`config.mk`:
```
export PLATFORM = sky130hd
export DESIGN_NAME = qdc_serial_load
export DESIGN_NICKNAME = d
export VERILOG_FILES = /design/src/qdc_pkg.sv /design/src/qdc_serial_load.sv
export SDC_FILE = /design/constraint.sdc
export NUM_CORES = 1
export LEC_CHECK = 0
export ABC_CLOCK_PERIOD_IN_PS = 2200
export BUFFER_PORTS_ARGS = -buffer_cell sky130_fd_sc_hd__buf_2
export CAP_MARGIN = 20
export CORE_AREA = 4 4 84 86
export CTS_BUF_LIST = sky130_fd_sc_hd__clkbuf_8
export CTS_CLUSTER_DIAMETER = 120
export DETAILED_ROUTE_END_ITERATION = 7
export DIE_AREA = 0 0 88 90
export GPL_TIMING_DRIVEN = 0
export PLACE_DENSITY = 0.87
export SLEW_MARGIN = 20
export SYNTH_ARGS = -nofsm -noshare
export SYNTH_HDL_FRONTEND = slang
export SYNTH_SLANG_ARGS = --single-unit
```
`constraint.sdc`:
```
create_clock -name ref_clk -period 2.2 [get_ports ref_clk]
set_input_delay 0.33 -clock ref_clk [delete_from_list [all_inputs] [get_ports ref_clk]]
set_output_delay 0.33 -clock ref_clk [all_outputs]
set_load 0.005 [all_outputs]
```
`src/qdc_pkg.sv`:
```
// How it works
// - A low load strobe copies all four input registers into the DAC registers together.
// - The load strobe is a level; while low the DAC registers follow the input registers.
// - A low clear input forces all input and DAC registers to zero code.
// - Clear never touches the serial shift register.
// - Serial clock edges are ignored while chip select is high.
// - Chip select rising moves the data byte into the addressed input register.
// - Chip select never gates the load strobe.
// - Each serial clock rising edge with chip select low and the data pin not floating shifts one bit in.
// - Bits arrive most significant first and enter the shift register in that order.
// - A floating serial data pin puts the device in hardware power down.
// - Power down leaves the stored DAC register values unchanged.
// - In power down each affected channel output is released, not driven.
// - Word layout: bit 11 all off, bit 10 one off, bits 9-8 address, 7-0 data.
// - Address 00 picks channel A, 01 B, 10 C, 11 D.
// - Only the last twelve bits shifted in count when chip select rises.
// - Low all-off bit shuts every channel; low one-off bit shuts the addressed one.
package qdc_pkg;

  localparam int CHAN_COUNT = 4;
  localparam int DATA_W = 8;
  localparam int ADDR_W = 2;
  localparam int WORD_W = 12;

  typedef logic [DATA_W-1:0] qdc_byte_t;
  typedef qdc_byte_t [CHAN_COUNT-1:0] qdc_codes_t;
  typedef logic [ADDR_W-1:0] qdc_addr_t;

  // Field order follows the serial order, most significant bit first.
  typedef struct packed {
    logic allChannelOffBit;
    logic oneChannelOffBit;
    logic channelSelectHi;
    logic channelSelectLo;
    qdc_byte_t data;
  } qdc_word_t;

  typedef struct packed {
    logic chipSelectN;
    logic serialClock;
    logic serialData;
    logic pinFloating;
    logic loadStrobeN;
    logic clearN;
  } qdc_pins_t;

  localparam qdc_byte_t ZERO_CODE = 8'h00;
  localparam qdc_codes_t ZERO_CODES = '0;
  localparam qdc_word_t SHIFT_RESET = '0;
  localparam logic OFF_ACTIVE = 1'b0;
  localparam logic [CHAN_COUNT-1:0] ALL_CHANNELS = 4'hf;
  localparam logic [CHAN_COUNT-1:0] NO_CHANNELS = 4'h0;
  localparam qdc_pins_t PINS_IDLE = '{
    chipSelectN: 1'b1,
    serialClock: 1'b0,
    serialData: 1'b1,
    pinFloating: 1'b0,
    loadStrobeN: 1'b1,
    clearN: 1'b1
  };

  function automatic logic chanHit(input qdc_addr_t sel, input int idx);
    chanHit = (sel == idx[ADDR_W-1:0]);
  endfunction

endpackage

```
`src/qdc_serial_load.sv`:
```
`timescale 1ns/100ps
module qdc_serial_load (
  input wire logic ref_clk,
  input wire logic rst_b,
  input wire logic chipSelectN,
  input wire logic serialClock,
  input wire logic serialInPowerDownPin,
  input wire logic serialPinFloating,
  input wire logic dacLoadStrobeN,
  input wire logic registerClearN,
  output qdc_pkg::qdc_codes_t dacCode,
  output logic [qdc_pkg::CHAN_COUNT-1:0] channelOutEnable,
  output logic hardwarePowerDown
);
  import qdc_pkg::*;

  qdc_pins_t pinMeta;
  qdc_pins_t pinSync;
  qdc_pins_t pinPrev;
  qdc_pins_t next_pinMeta;
  qdc_pins_t next_pinSync;
  qdc_pins_t next_pinPrev;

  qdc_word_t shiftWord;
  qdc_word_t next_shiftWord;

  qdc_codes_t inputReg;
  qdc_codes_t next_inputReg;
  qdc_codes_t next_dacCode;
  logic [CHAN_COUNT-1:0] chanOff;
  logic [CHAN_COUNT-1:0] next_chanOff;
  logic [CHAN_COUNT-1:0] next_channelOutEnable;
  logic next_hardwarePowerDown;

  logic clockRise;
  logic csRise;
  qdc_addr_t wordAddr;

  // Every pin is asynchronous to ref_clk, so all of them pass two flops first.
  always_comb
  begin
    next_pinMeta.chipSelectN = chipSelectN;
    next_pinMeta.serialClock = serialClock;
    next_pinMeta.serialData = serialInPowerDownPin;
    next_pinMeta.pinFloating = serialPinFloating;
    next_pinMeta.loadStrobeN = dacLoadStrobeN;
    next_pinMeta.clearN = registerClearN;
    next_pinSync = pinMeta;
    next_pinPrev = pinSync;
  end

  always_ff @(posedge ref_clk or negedge rst_b)
  begin
    if (!rst_b)
    begin
      pinMeta <= PINS_IDLE;
      pinSync <= PINS_IDLE;
      pinPrev <= PINS_IDLE;
    end
    else
    begin
      pinMeta <= next_pinMeta;
      pinSync <= next_pinSync;
      pinPrev <= next_pinPrev;
    end
  end

  assign clockRise = pinSync.serialClock && !pinPrev.serialClock;
  assign csRise = pinSync.chipSelectN && !pinPrev.chipSelectN;
  assign wordAddr = {shiftWord.channelSelectHi, shiftWord.channelSelectLo};

  // Bits are shifted in at the low end, so the oldest bit leaves the top. A word longer
  // than twelve bits therefore keeps only its last twelve. A floating pin carries no data,
  // so no bit is taken while it floats.
  always_comb
  begin
    next_shiftWord = shiftWord;
    if (!pinSync.chipSelectN && clockRise && !pinSync.pinFloating)
    begin
      next_shiftWord = {shiftWord[WORD_W-2:0], pinSync.serialData};
    end
  end

  // The shift register has no clear term beside reset.
  always_ff @(posedge ref_clk or negedge rst_b)
  begin
    if (!rst_b)
    begin
      shiftWord <= SHIFT_RESET;
    end
    else
    begin
      shiftWord <= next_shiftWord;
    end
  end

  always_comb
  begin
    next_inputReg = inputReg;
    next_chanOff = chanOff;
    if (csRise)
    begin
      for (int i = 0; i < CHAN_COUNT; i++)
      begin
        if (chanHit(wordAddr, i))
        begin
          next_inputReg[i] = shiftWord.data;
        end
        next_chanOff[i] = (shiftWord.allChannelOffBit == OFF_ACTIVE) ||
          ((shiftWord.oneChannelOffBit == OFF_ACTIVE) && chanHit(wordAddr, i));
      end
    end
    if (!pinSync.clearN)
    begin
      next_inputReg = ZERO_CODES;
    end

    // The strobe looks at no chip select term, and the DAC registers take the input
    // registers' new value so a strobe held low tracks each new load at once.
    next_dacCode = dacCode;
    if (!pinSync.loadStrobeN)
    begin
      next_dacCode = next_inputReg;
    end
    if (!pinSync.clearN)
    begin
      next_dacCode = ZERO_CODES;
    end

    // Power down only gates the drivers; codes are kept untouched.
    next_hardwarePowerDown = pinSync.pinFloating;
    next_channelOutEnable = next_hardwarePowerDown ? NO_CHANNELS : ~next_chanOff;
  end

  always_ff @(posedge ref_clk or negedge rst_b)
  begin
    if (!rst_b)
    begin
      inputReg <= ZERO_CODES;
      dacCode <= ZERO_CODES;
      chanOff <= NO_CHANNELS;
      channelOutEnable <= ALL_CHANNELS;
      hardwarePowerDown <= 1'b0;
    end
    else
    begin
      inputReg <= next_inputReg;
      dacCode <= next_dacCode;
      chanOff <= next_chanOff;
      channelOutEnable <= next_channelOutEnable;
      hardwarePowerDown <= next_hardwarePowerDown;
    end
  end

endmodule

```
==> metrics.yaml, run 1 <==
placed_design:
  gp_congestion: 0.762
  placed_cell_area_sq_um: 4080
  portBuffers: 44
  hpwl_mm: 4.77
critical_path:
  cp.required_ps: 2420
  critPathSlowestCell: "dfstp_2"
  cp_num_cells: 4
  r2r-end: "dacCode[22]"
  rr_startpoint: "next_pinPrev[5]"
  path_class: "flop to flop"
  crit_fanout: 11
  start_kind: "flop"
  ff2ff_path_depth: 4
  cp_slowest_stage_delay_ps: 630
  cp.arrival_ps: 2010
  path_cells: "nor4bb_1 > buf_2 > mux2i_1 > a21oi_1"
  cp-end-kind: "flop"
  path_buf_inv: 1
  path_delay_family: "flip-flops"
  ff2ff_setup_slack_ps: 410
yosys:
  syn_nets: 288
  syn_inst: 280
  avgSynthCellArea_sq_um: 13.3
  yosysSeqAreaShare_pct: 66.9
  synth_most_common_cell: "dfrtp_1"
  synth_area_sq_um: 3730
  yosysTopAreaCellShare_pct: 57.7
  synth-edff-count: 0
  synthTopCellsByCount: "86 x dfrtp_1, 33 x nor2b_1, 32 x a21oi_1, 32 x mux2i_1, 32 x o21ai_0"
  synth_cell_types: 21
  synth-main-ff-cell: "dfrtp_1"
  yosysTopAreaCell: "dfrtp_1"
  yosys_warnings: 0
  synth_area_leaders: "dfrtp_1 58%, dfstp_2 9.2%, mux2i_1 8.6%"
  ys_ff_latch: 99
  ys_async_sr_fraction_pct: 100
min_path:
  hold_start: "dacLoadStrobeN"
  hold_class: "input pin to flop"
  holdPathStages: 1
  hold_end: "next_pinSync[1]"
cts:
  ctsResizeCount: 0
  cts_tree: "yes"
  path_clk_slew_ps: 90
  htree_levels: 3
  cts_setup_buffers: 0
  clk_path_buf_depth: 2
  clk_latency_ps: 360
  cts_hold_buf: 1
  cts-root-buf: "clkbuf_8"
  cts.sink_count: 99
  cts_buffers: 9
global_route:
  grt_remaining_overflow: 0
  grt_usage_pct: 19.7
  grt_antenna_before_repair: 0
  grt_max_degree: 66
  grt_pass1_wl_mm: 12.0
  grt_pass1_vias: 2460
drt:
  first_iter_violations: 157
  first_pass_iters: 5
  wl_met2_mm: 3.58
  ant_nets: 0
  wl_mm: 6.97
  wl_met1_mm: 2.94
  routedWlPerCell_microns: 16.6
  vias: 2327
  wl_met3_microns: 326
  dr.max_layer_used: "met4"
  route.detailed.drc: 0
  vias_per_cell: 5.55
timing:
  finalHoldViolations: 0
  tns_ps: 0
  finalSetupViolCount: 0
  skew_ps: 11.5
  report.final.slew_viol_count: 0
  rsz0062_at_grt: "false"
  max_freq_mhz: 559
  worst_hold_slack_ps: 60.7
  fin_crit_sh_pct: 81.3
  max_slew_margin_pct: 70.2
  worstMarginPinSlew_ps: 446
  finalCriticalPeriod_ps: 1790
power:
  ir_drop_uv: 600
  leakage_nw: 2.09
  p_per_area_nw_per_um2: 795
floorplan:
  placeableCoreArea_sq_um: 6280
  dieArea_sq_um: 7920
  die_h_microns: 90
  io_pins: 45
  start_util_pct: 59.4
  fp-row-count: 29
  chipWidth_microns: 88
cells_and_area:
  area_growth_pct: 14.9
  nNetsFinal: 345
  final_area_sq_um: 4280
  final_core_util_pct: 68.2
  multiInputGateArea_sq_um: 1140
  seqCellArea_sq_um: 2490
  num_antenna_cells: 0
  fillers: 439
  drive_gt1_share_pct: 27.2
status:
  outcome: "finished clean"
flow_run:
  cap_violations: 0
==> how the worst max path moves through the flow <==
stage	from	endpoint	slack, ps
6_report	next_pinPrev[5]	dacCode[22]	410
5_1_grt	next_pinPrev[5]	dacCode[23]	300
2_1_floorplan	next_pinPrev[5]	dacCode[0]	620
4_1_cts	next_pinPrev[5]	dacCode[23]	410
3_3_place_gp	rst_b	dacCode[24]	-80
3_5_place_dp	next_pinPrev[5]	dacCode[23]	440
==> final cells by class <==
cell class / count / share of cell area, %
Clock buffer: 9 / 2.89
Timing Repair Buffer: 46 / 6.17
Tap cell: 77 / 2.25
Inverter: 5 / 0.438
Multi-Input combinational cell: 158 / 26.7
Buffer: 18 / 1.72
Sequential cell: 99 / 58.2
Clock inverter: 7 / 1.64
==> where the power goes <==
| group | internal, mW | total [mW] | leakage (nW) | switching (mW) |
|---|---|---|---|---|
| Combinational | 0.118 | 0.258 | 0.708 | 0.140 |
| Sequential | 1.93 | 2.03 | 1.29 | 0.101 |
| Clock | 0.523 | 1.12 | 0.0984 | 0.596 |
==> registers in the layout, summed over array words and instances (netlist names), 2 cells and up <==
name	count
next_pinPrev	5
dacCode	32
shiftWord	12
inputReg	32
next_pinSync	6
pinPrev	2
channelOutEnable	4
chanOff	4
==> metal layers <==
metal / track usage [%] / vias up
met2: 31.9 / 60
met5: 0 / -
met4: 6.14 / 0
met3: 6.31 / 13
met1: 25.1 / 1173
li1: - / 1081
==> kinds of logic after synthesis <==
family	after synthesis	synth area share, %
buffers and inverters	23	2.48
DFF	99	66.9
muxes	44	12.2
and+or+nand+nor	46	8.69
AOI/OAI and AO/OA	68	9.70
==> through the flow <==
stage	power [mW]	setup slack [ps]	cells
2_1_floorplan	2.17	619	280
3_3_place_gp	2.30	-77.4	401
3_5_place_dp	2.32	438	402
4_1_cts	3.45	413	419
5_1_grt	3.57	299	419
6_report	3.40	412	419
==> placed cells by master (no fill, tap or decap), drive strengths merged <==
master	n
nor4b	2
nor2	4
clkinvlp	2
o21ai	32
o221ai	4
nand4b	1
dlygate4sd3	1
dfrtp	86
a21oi	32
nor4bb	1
clkbuf	22
nand4bb	2
or3b	1
dfstp	13
and4bb	1
inv	7
bufinv	1
mux2i	32
buf	50
or4b	1
mux2	12
nor2b	33
clkinv	2
(Power assumes the default switching activity.)
==> run 2: changes to the inputs <==
ABC_CLOCK_PERIOD_IN_PS = 1450   (was 2200)
CORE_AREA = 4 4 89 91   (was 4 4 84 86)
DIE_AREA = 0 0 93 95   (was 0 0 88 90)
PLACE_DENSITY = 0.82   (was 0.87)
clock period = 1.45 ns   (was 2.2 ns; I/O delays follow)
==> run 2 against run 1 <==
The run now ends with setup timing left. Die area up 12%. Hold slack better by 220 ps. Worst setup slack got worse by 690 ps. Maximum frequency rose by 3.6%. Final area grew 16%. Largest power group unchanged. Highest routed layer unchanged.
==> metrics.yaml, run 2 (synthesized netlist as in run 1, its figures left out) <==
status:
  outcome: "complete, but fails checks"
  violations: "setup timing"
cells_and_area:
  largestRegisters: "dacCode: 32 flops, inputReg: 32 flops, shiftWord: 12 flops"
  final_area_sq_um: 4960
  multiInputGateArea_sq_um: 1560
  final_core_util_pct: 69.5
  num_antenna_cells: 0
  drive_gt1_share_pct: 44.1
  nNetsFinal: 361
  area_growth_pct: 33.1
  seqCellArea_sq_um: 2500
  fillers: 483
  mostFrequentLayoutCells: "84 x dfrtp_1, 44 x buf_2, 32 x nor2b_1, 32 x o21ai_0, 22 x a21oi_1"
  final_common_cell: "dfrtp_1"
placed_design:
  portBuffers: 44
  placed_cell_area_sq_um: 4120
  hpwl_mm: 4.89
  gp_congestion: 0.775
global_route:
  grt_usage_pct: 18.6
  grt_pass1_vias: 2429
  grt_max_degree: 69
  grt_antenna_before_repair: 0
  grt_pass1_wl_mm: 12.5
  grt_remaining_overflow: 0
timing:
  finalCriticalPeriod_ps: 1730
  rsz0062_at_grt: "true"
  max_slew_margin_pct: 64.8
  report.final.slew_viol_count: 0
  worstMarginPinSlew_ps: 528
  skew_ps: 10.3
  worst_hold_slack_ps: 281
  finalHoldViolations: 0
  setup_slack_ps: -275
  fin_crit_sh_pct: 119
  max_freq_mhz: 580
  finalSetupViolCount: 68
  tns_ps: -9060
critical_path:
  cp.arrival_ps: 1970
  cp-end-kind: "flop"
  cp.required_ps: 1700
  crit_start: "next_pinPrev[5]"
  cp-endpoint: "dacCode[22]"
  ff2ff_path_depth: 5
  r2r-end: "dacCode[22]"
  rr_startpoint: "next_pinPrev[5]"
  ff2ff_setup_slack_ps: -280
  path_class: "flop to flop"
  start_kind: "flop"
  crit_fanout: 8
drt:
  routedWlPerCell_microns: 18.3
  ant_nets: 0
  first_iter_violations: 152
  route.detailed.drc: 0
  vias_per_cell: 5.34
  wl_mm: 8.35
  first_pass_iters: 4
  vias: 2441
power:
  ir_drop_uv: 1160
  finalPower_mw: 5.60
  leakage_nw: 2.17
  p_per_area_nw_per_um2: 1130
min_path:
  hold_class: "input pin to asynchronous set/reset pin"
cts:
  cts_buffers: 9
  path_clk_slew_ps: 100
  clk_latency_ps: 370
  cts.sink_count: 99
  cts_tree: "yes"
  cts-root-buf: "clkbuf_8"
  htree_levels: 3
  clk_path_buf_depth: 2
floorplan:
  chipWidth_microns: 93
  fp-row-count: 31
  placeableCoreArea_sq_um: 7140
  start_util_pct: 52.2
  die_h_microns: 95
  dieArea_sq_um: 8840
  io_pins: 45
flow_run:
  cap_violations: 0
-- run 2: changes by cell type in the layout (fill, tap and decap cells not counted), sizes merged --
cell / change
inv: +1
clkinvlp: -1
dlygate4sd3: +6
clkbuf: -3
buf: +13
-- run 2: repair_timing --
| item | CTS | global route |
|---|---|---|
| pin swaps | 6 | 8 |
| setup endpoints to repair | 76 | 81 |
| hold endpoints to repair | 37 | 0 |
| cloned | 1 | 1 |
| resized for setup | 34 | 70 |
| buffers inserted | 3 | 7 |
| hold buffers | 7 | 0 |
-- run 2: final cells by class --
type / instances / share of cell area [%]
buffer: 16 / 2.24
clock buffer: 9 / 2.50
clock inverter: 7 / 1.92
inverter: 5 / 0.454
multi-input combinational: 158 / 31.5
sequential: 99 / 50.3
tap: 99 / 2.50
timing repair buffer: 64 / 8.58
-- run 2: routing by layer --
metal | vias up | share of wire [%] | global-route usage (%)
met5 | - | 0 | 0
met4 | 0 | 0.65 | 5.01
met3 | 6 | 3.6 | 5.02
met2 | 64 | 53 | 32.2
met1 | 1242 | 42 | 23.2
li1 | 1129 | - | -
-- run 2: through the flow --
stage               instances  setup WS, ps
global route              457          -328
floorplan                 280          -115
detailed placement        424          -267
global placement          423          -716
finish                    457          -275
CTS                       450          -224
-- run 2: critical path: stages (launching register included) --
cell and delay, ps:
dfstp_2 600, buf_4 140, nor4bb_4 220, buf_6 240
mux2i_4 310, a21oi_2 90
-- run 2: how the worst min path moves through the flow --
stage,from,end,slack [ps],depth (start not counted)
final,rst_b,chanOff[0],280,2
after global routing,rst_b,chanOff[0],290,2
after CTS,rst_b,dacCode[17],280,2
after detailed placement,rst_b,chanOff[0],120,1
after global placement,registerClearN,next_pinSync[0],320,1
after floorplan,rst_b,chanOff[0],-80,0
-- run 2: report_power, final --
group,leakage [nW],switching [mW],internal (mW),total [mW]
registers,1.28,0.261,2.92,3.18
logic,0.772,0.252,0.289,0.542
clock network,0.111,1.03,0.851,1.88
total,2.17,1.54,4.06,5.60
==> run 3: changes to the inputs <==
CORE_AREA = 4 4 91 93   (was 4 4 89 91)
CTS_BUF_LIST = not set   (was sky130_fd_sc_hd__clkbuf_8)
DIE_AREA = 0 0 95 97   (was 0 0 93 95)
PLACE_DENSITY = 0.79   (was 0.82)
SETUP_SLACK_MARGIN = 0.1   (was not set)
==> run 3 against run 2 <==
Worst setup slack better by 67 ps. Die area increased by 4.3%. Highest routed layer unchanged. Critical path type unchanged. Maximum frequency grew 4.1%. The run still ends with setup timing left.
==> metrics.yaml, run 3 (synthesized netlist as in run 1, its figures left out) <==
drt:
  wl_mm: 8.11
  vias: 2427
  routedWlPerCell_microns: 17.8
  first_iter_violations: 161
  route.detailed.drc: 0
  wl_met1_mm: 3.45
  wl_met2_mm: 4.19
  vias_per_cell: 5.31
  dr.max_layer_used: "met4"
  first_pass_iters: 4
  ant_nets: 0
  wl_met3_microns: 291
timing:
  max_freq_mhz: 603
  report.final.slew_viol_count: 0
  finalCriticalPeriod_ps: 1660
  max_slew_margin_pct: 64.8
  worstMarginPinSlew_ps: 528
  rsz0062_at_grt: "true"
  setup_slack_ps: -208
  finalSetupViolCount: 79
  skew_ps: 14.0
  finalHoldViolations: 0
  fin_crit_sh_pct: 114
cts:
  path_clk_slew_ps: 90
  clk_latency_ps: 360
  cts-root-buf: "clkbuf_8"
  cts.sink_count: 99
  clk_path_buf_depth: 2
  htree_levels: 3
  cts_buffers: 9
  cts_tree: "yes"
critical_path:
  cp.arrival_ps: 1950
  cp-end-kind: "flop"
  path_delay_family: "flip-flops"
  cp_slowest_stage_delay_ps: 580
  path_cells: "or4b_4 > buf_12 > mux2i_4 > a21oi_2"
  crit_fanout: 7
  cp.required_ps: 1740
  path_buf_inv: 1
  critPathSlowestCell: "dfstp_2"
  start_kind: "flop"
  path_class: "flop to flop"
placed_design:
  hpwl_mm: 4.81
  portBuffers: 44
  placed_cell_area_sq_um: 4120
  gp_congestion: 0.753
power:
  finalPower_mw: 5.53
  ir_drop_uv: 804
  p_per_area_nw_per_um2: 1140
  leakage_nw: 2.14
global_route:
  grt_pass1_wl_mm: 12.9
  grt_usage_pct: 18.3
  grt_pass1_vias: 2578
  grt_remaining_overflow: 0
  grt_max_degree: 84
  grt_antenna_before_repair: 0
floorplan:
  dieArea_sq_um: 9220
  placeableCoreArea_sq_um: 7530
  start_util_pct: 49.5
  io_pins: 45
  die_h_microns: 97
  fp-row-count: 32
  chipWidth_microns: 95
cells_and_area:
  final_common_cell: "dfrtp_1"
  mostFrequentLayoutCells: "83 x dfrtp_1, 43 x buf_2, 32 x nor2b_1, 32 x o21ai_0, 20 x a21oi_1"
  num_antenna_cells: 0
  largestRegisters: "dacCode: 32 flops, inputReg: 32 flops, shiftWord: 12 flops"
  nNetsFinal: 358
  final_area_sq_um: 4870
  drive_gt1_share_pct: 44.2
  area_growth_pct: 30.5
min_path:
  hold_class: "input pin to asynchronous set/reset pin"
status:
  violations: "setup timing"
  outcome: "complete, but fails checks"
flow_run:
  cap_violations: 0
==> run 3: changes by cell type in the layout (fill, tap and decap cells not counted), moves of 2 or more <==
cell,delta
mux2_2,+9
mux2_4,-9
mux2i_2,+4
mux2i_4,-4
buf_4,-3
a21oi_1,-2
a21oi_2,+2
inv_6,-2
==> run 3: worst reg2reg max path: stages (launching register included) <==
cell     delay [ps]
dfstp_2         580
or4b_4          480
buf_12          170
mux2i_4         190
a21oi_2         160
==> run 3: final timing paths <==
check,start,end,slack [ps],cells after the start
setup / recovery,next_pinPrev[5],dacCode[3],-210,4
hold / removal,rst_b,chanOff[2],250,2
setup reg to reg,next_pinPrev[5],dacCode[3],-210,4
hold reg to reg,next_pinSync[2],next_hardwarePowerDown,360,0
max in group asynchronous,rst_b,next_pinPrev[1],570,3
min in group ref_clk,next_pinSync[2],next_hardwarePowerDown,360,0
==> run 3: repair_timing <==
item,4_1_cts,5_1_grt
hold endpoints to repair,53,0
endpoints found under the setup margin,84,84
cloned,1,0
pin swaps,4,9
hold buffers,7,0
gates resized for setup,41,46
setup buffers,4,3
==> run 3: routing by layer <==
metal	vias to the layer above	track usage, %
met5	-	0
met1	1242	24.1
met3	16	4.12
li1	1116	-
met4	0	7.44
met2	53	29.1
==> run 3: layout make-up <==
type	instances	area, sq um
inverters	5	22.5
multi-input cells	158	1490
well taps	102	128
flip-flops and latches	99	2500
repair buffers	60	392
clock inverters	6	80.1
plain buffers	17	115
clock buffers	10	138
fillers	579	2660
==> run 3: metrics by stage <==
stage	hold WS (ps)	util [%]	setup slack [ps]	cells	TNS [ps]
2_1_floorplan	-78.1	-	-115	280	-1210
3_3_place_gp	323	54.3	-741	426	-74030
3_5_place_dp	59.6	54.8	-303	427	-9550
4_1_cts	233	61.5	-177	454	-4350
5_1_grt	247	64.6	-232	457	-11740
6_report	247	64.6	-208	457	-6980
==> run 3: where the power goes <==
group	total (mW)	switching [mW]	internal, mW	leakage [nW]
Clock	1.88	0.994	0.884	0.108
Sequential	3.15	0.230	2.92	1.28
Combinational	0.505	0.246	0.259	0.753
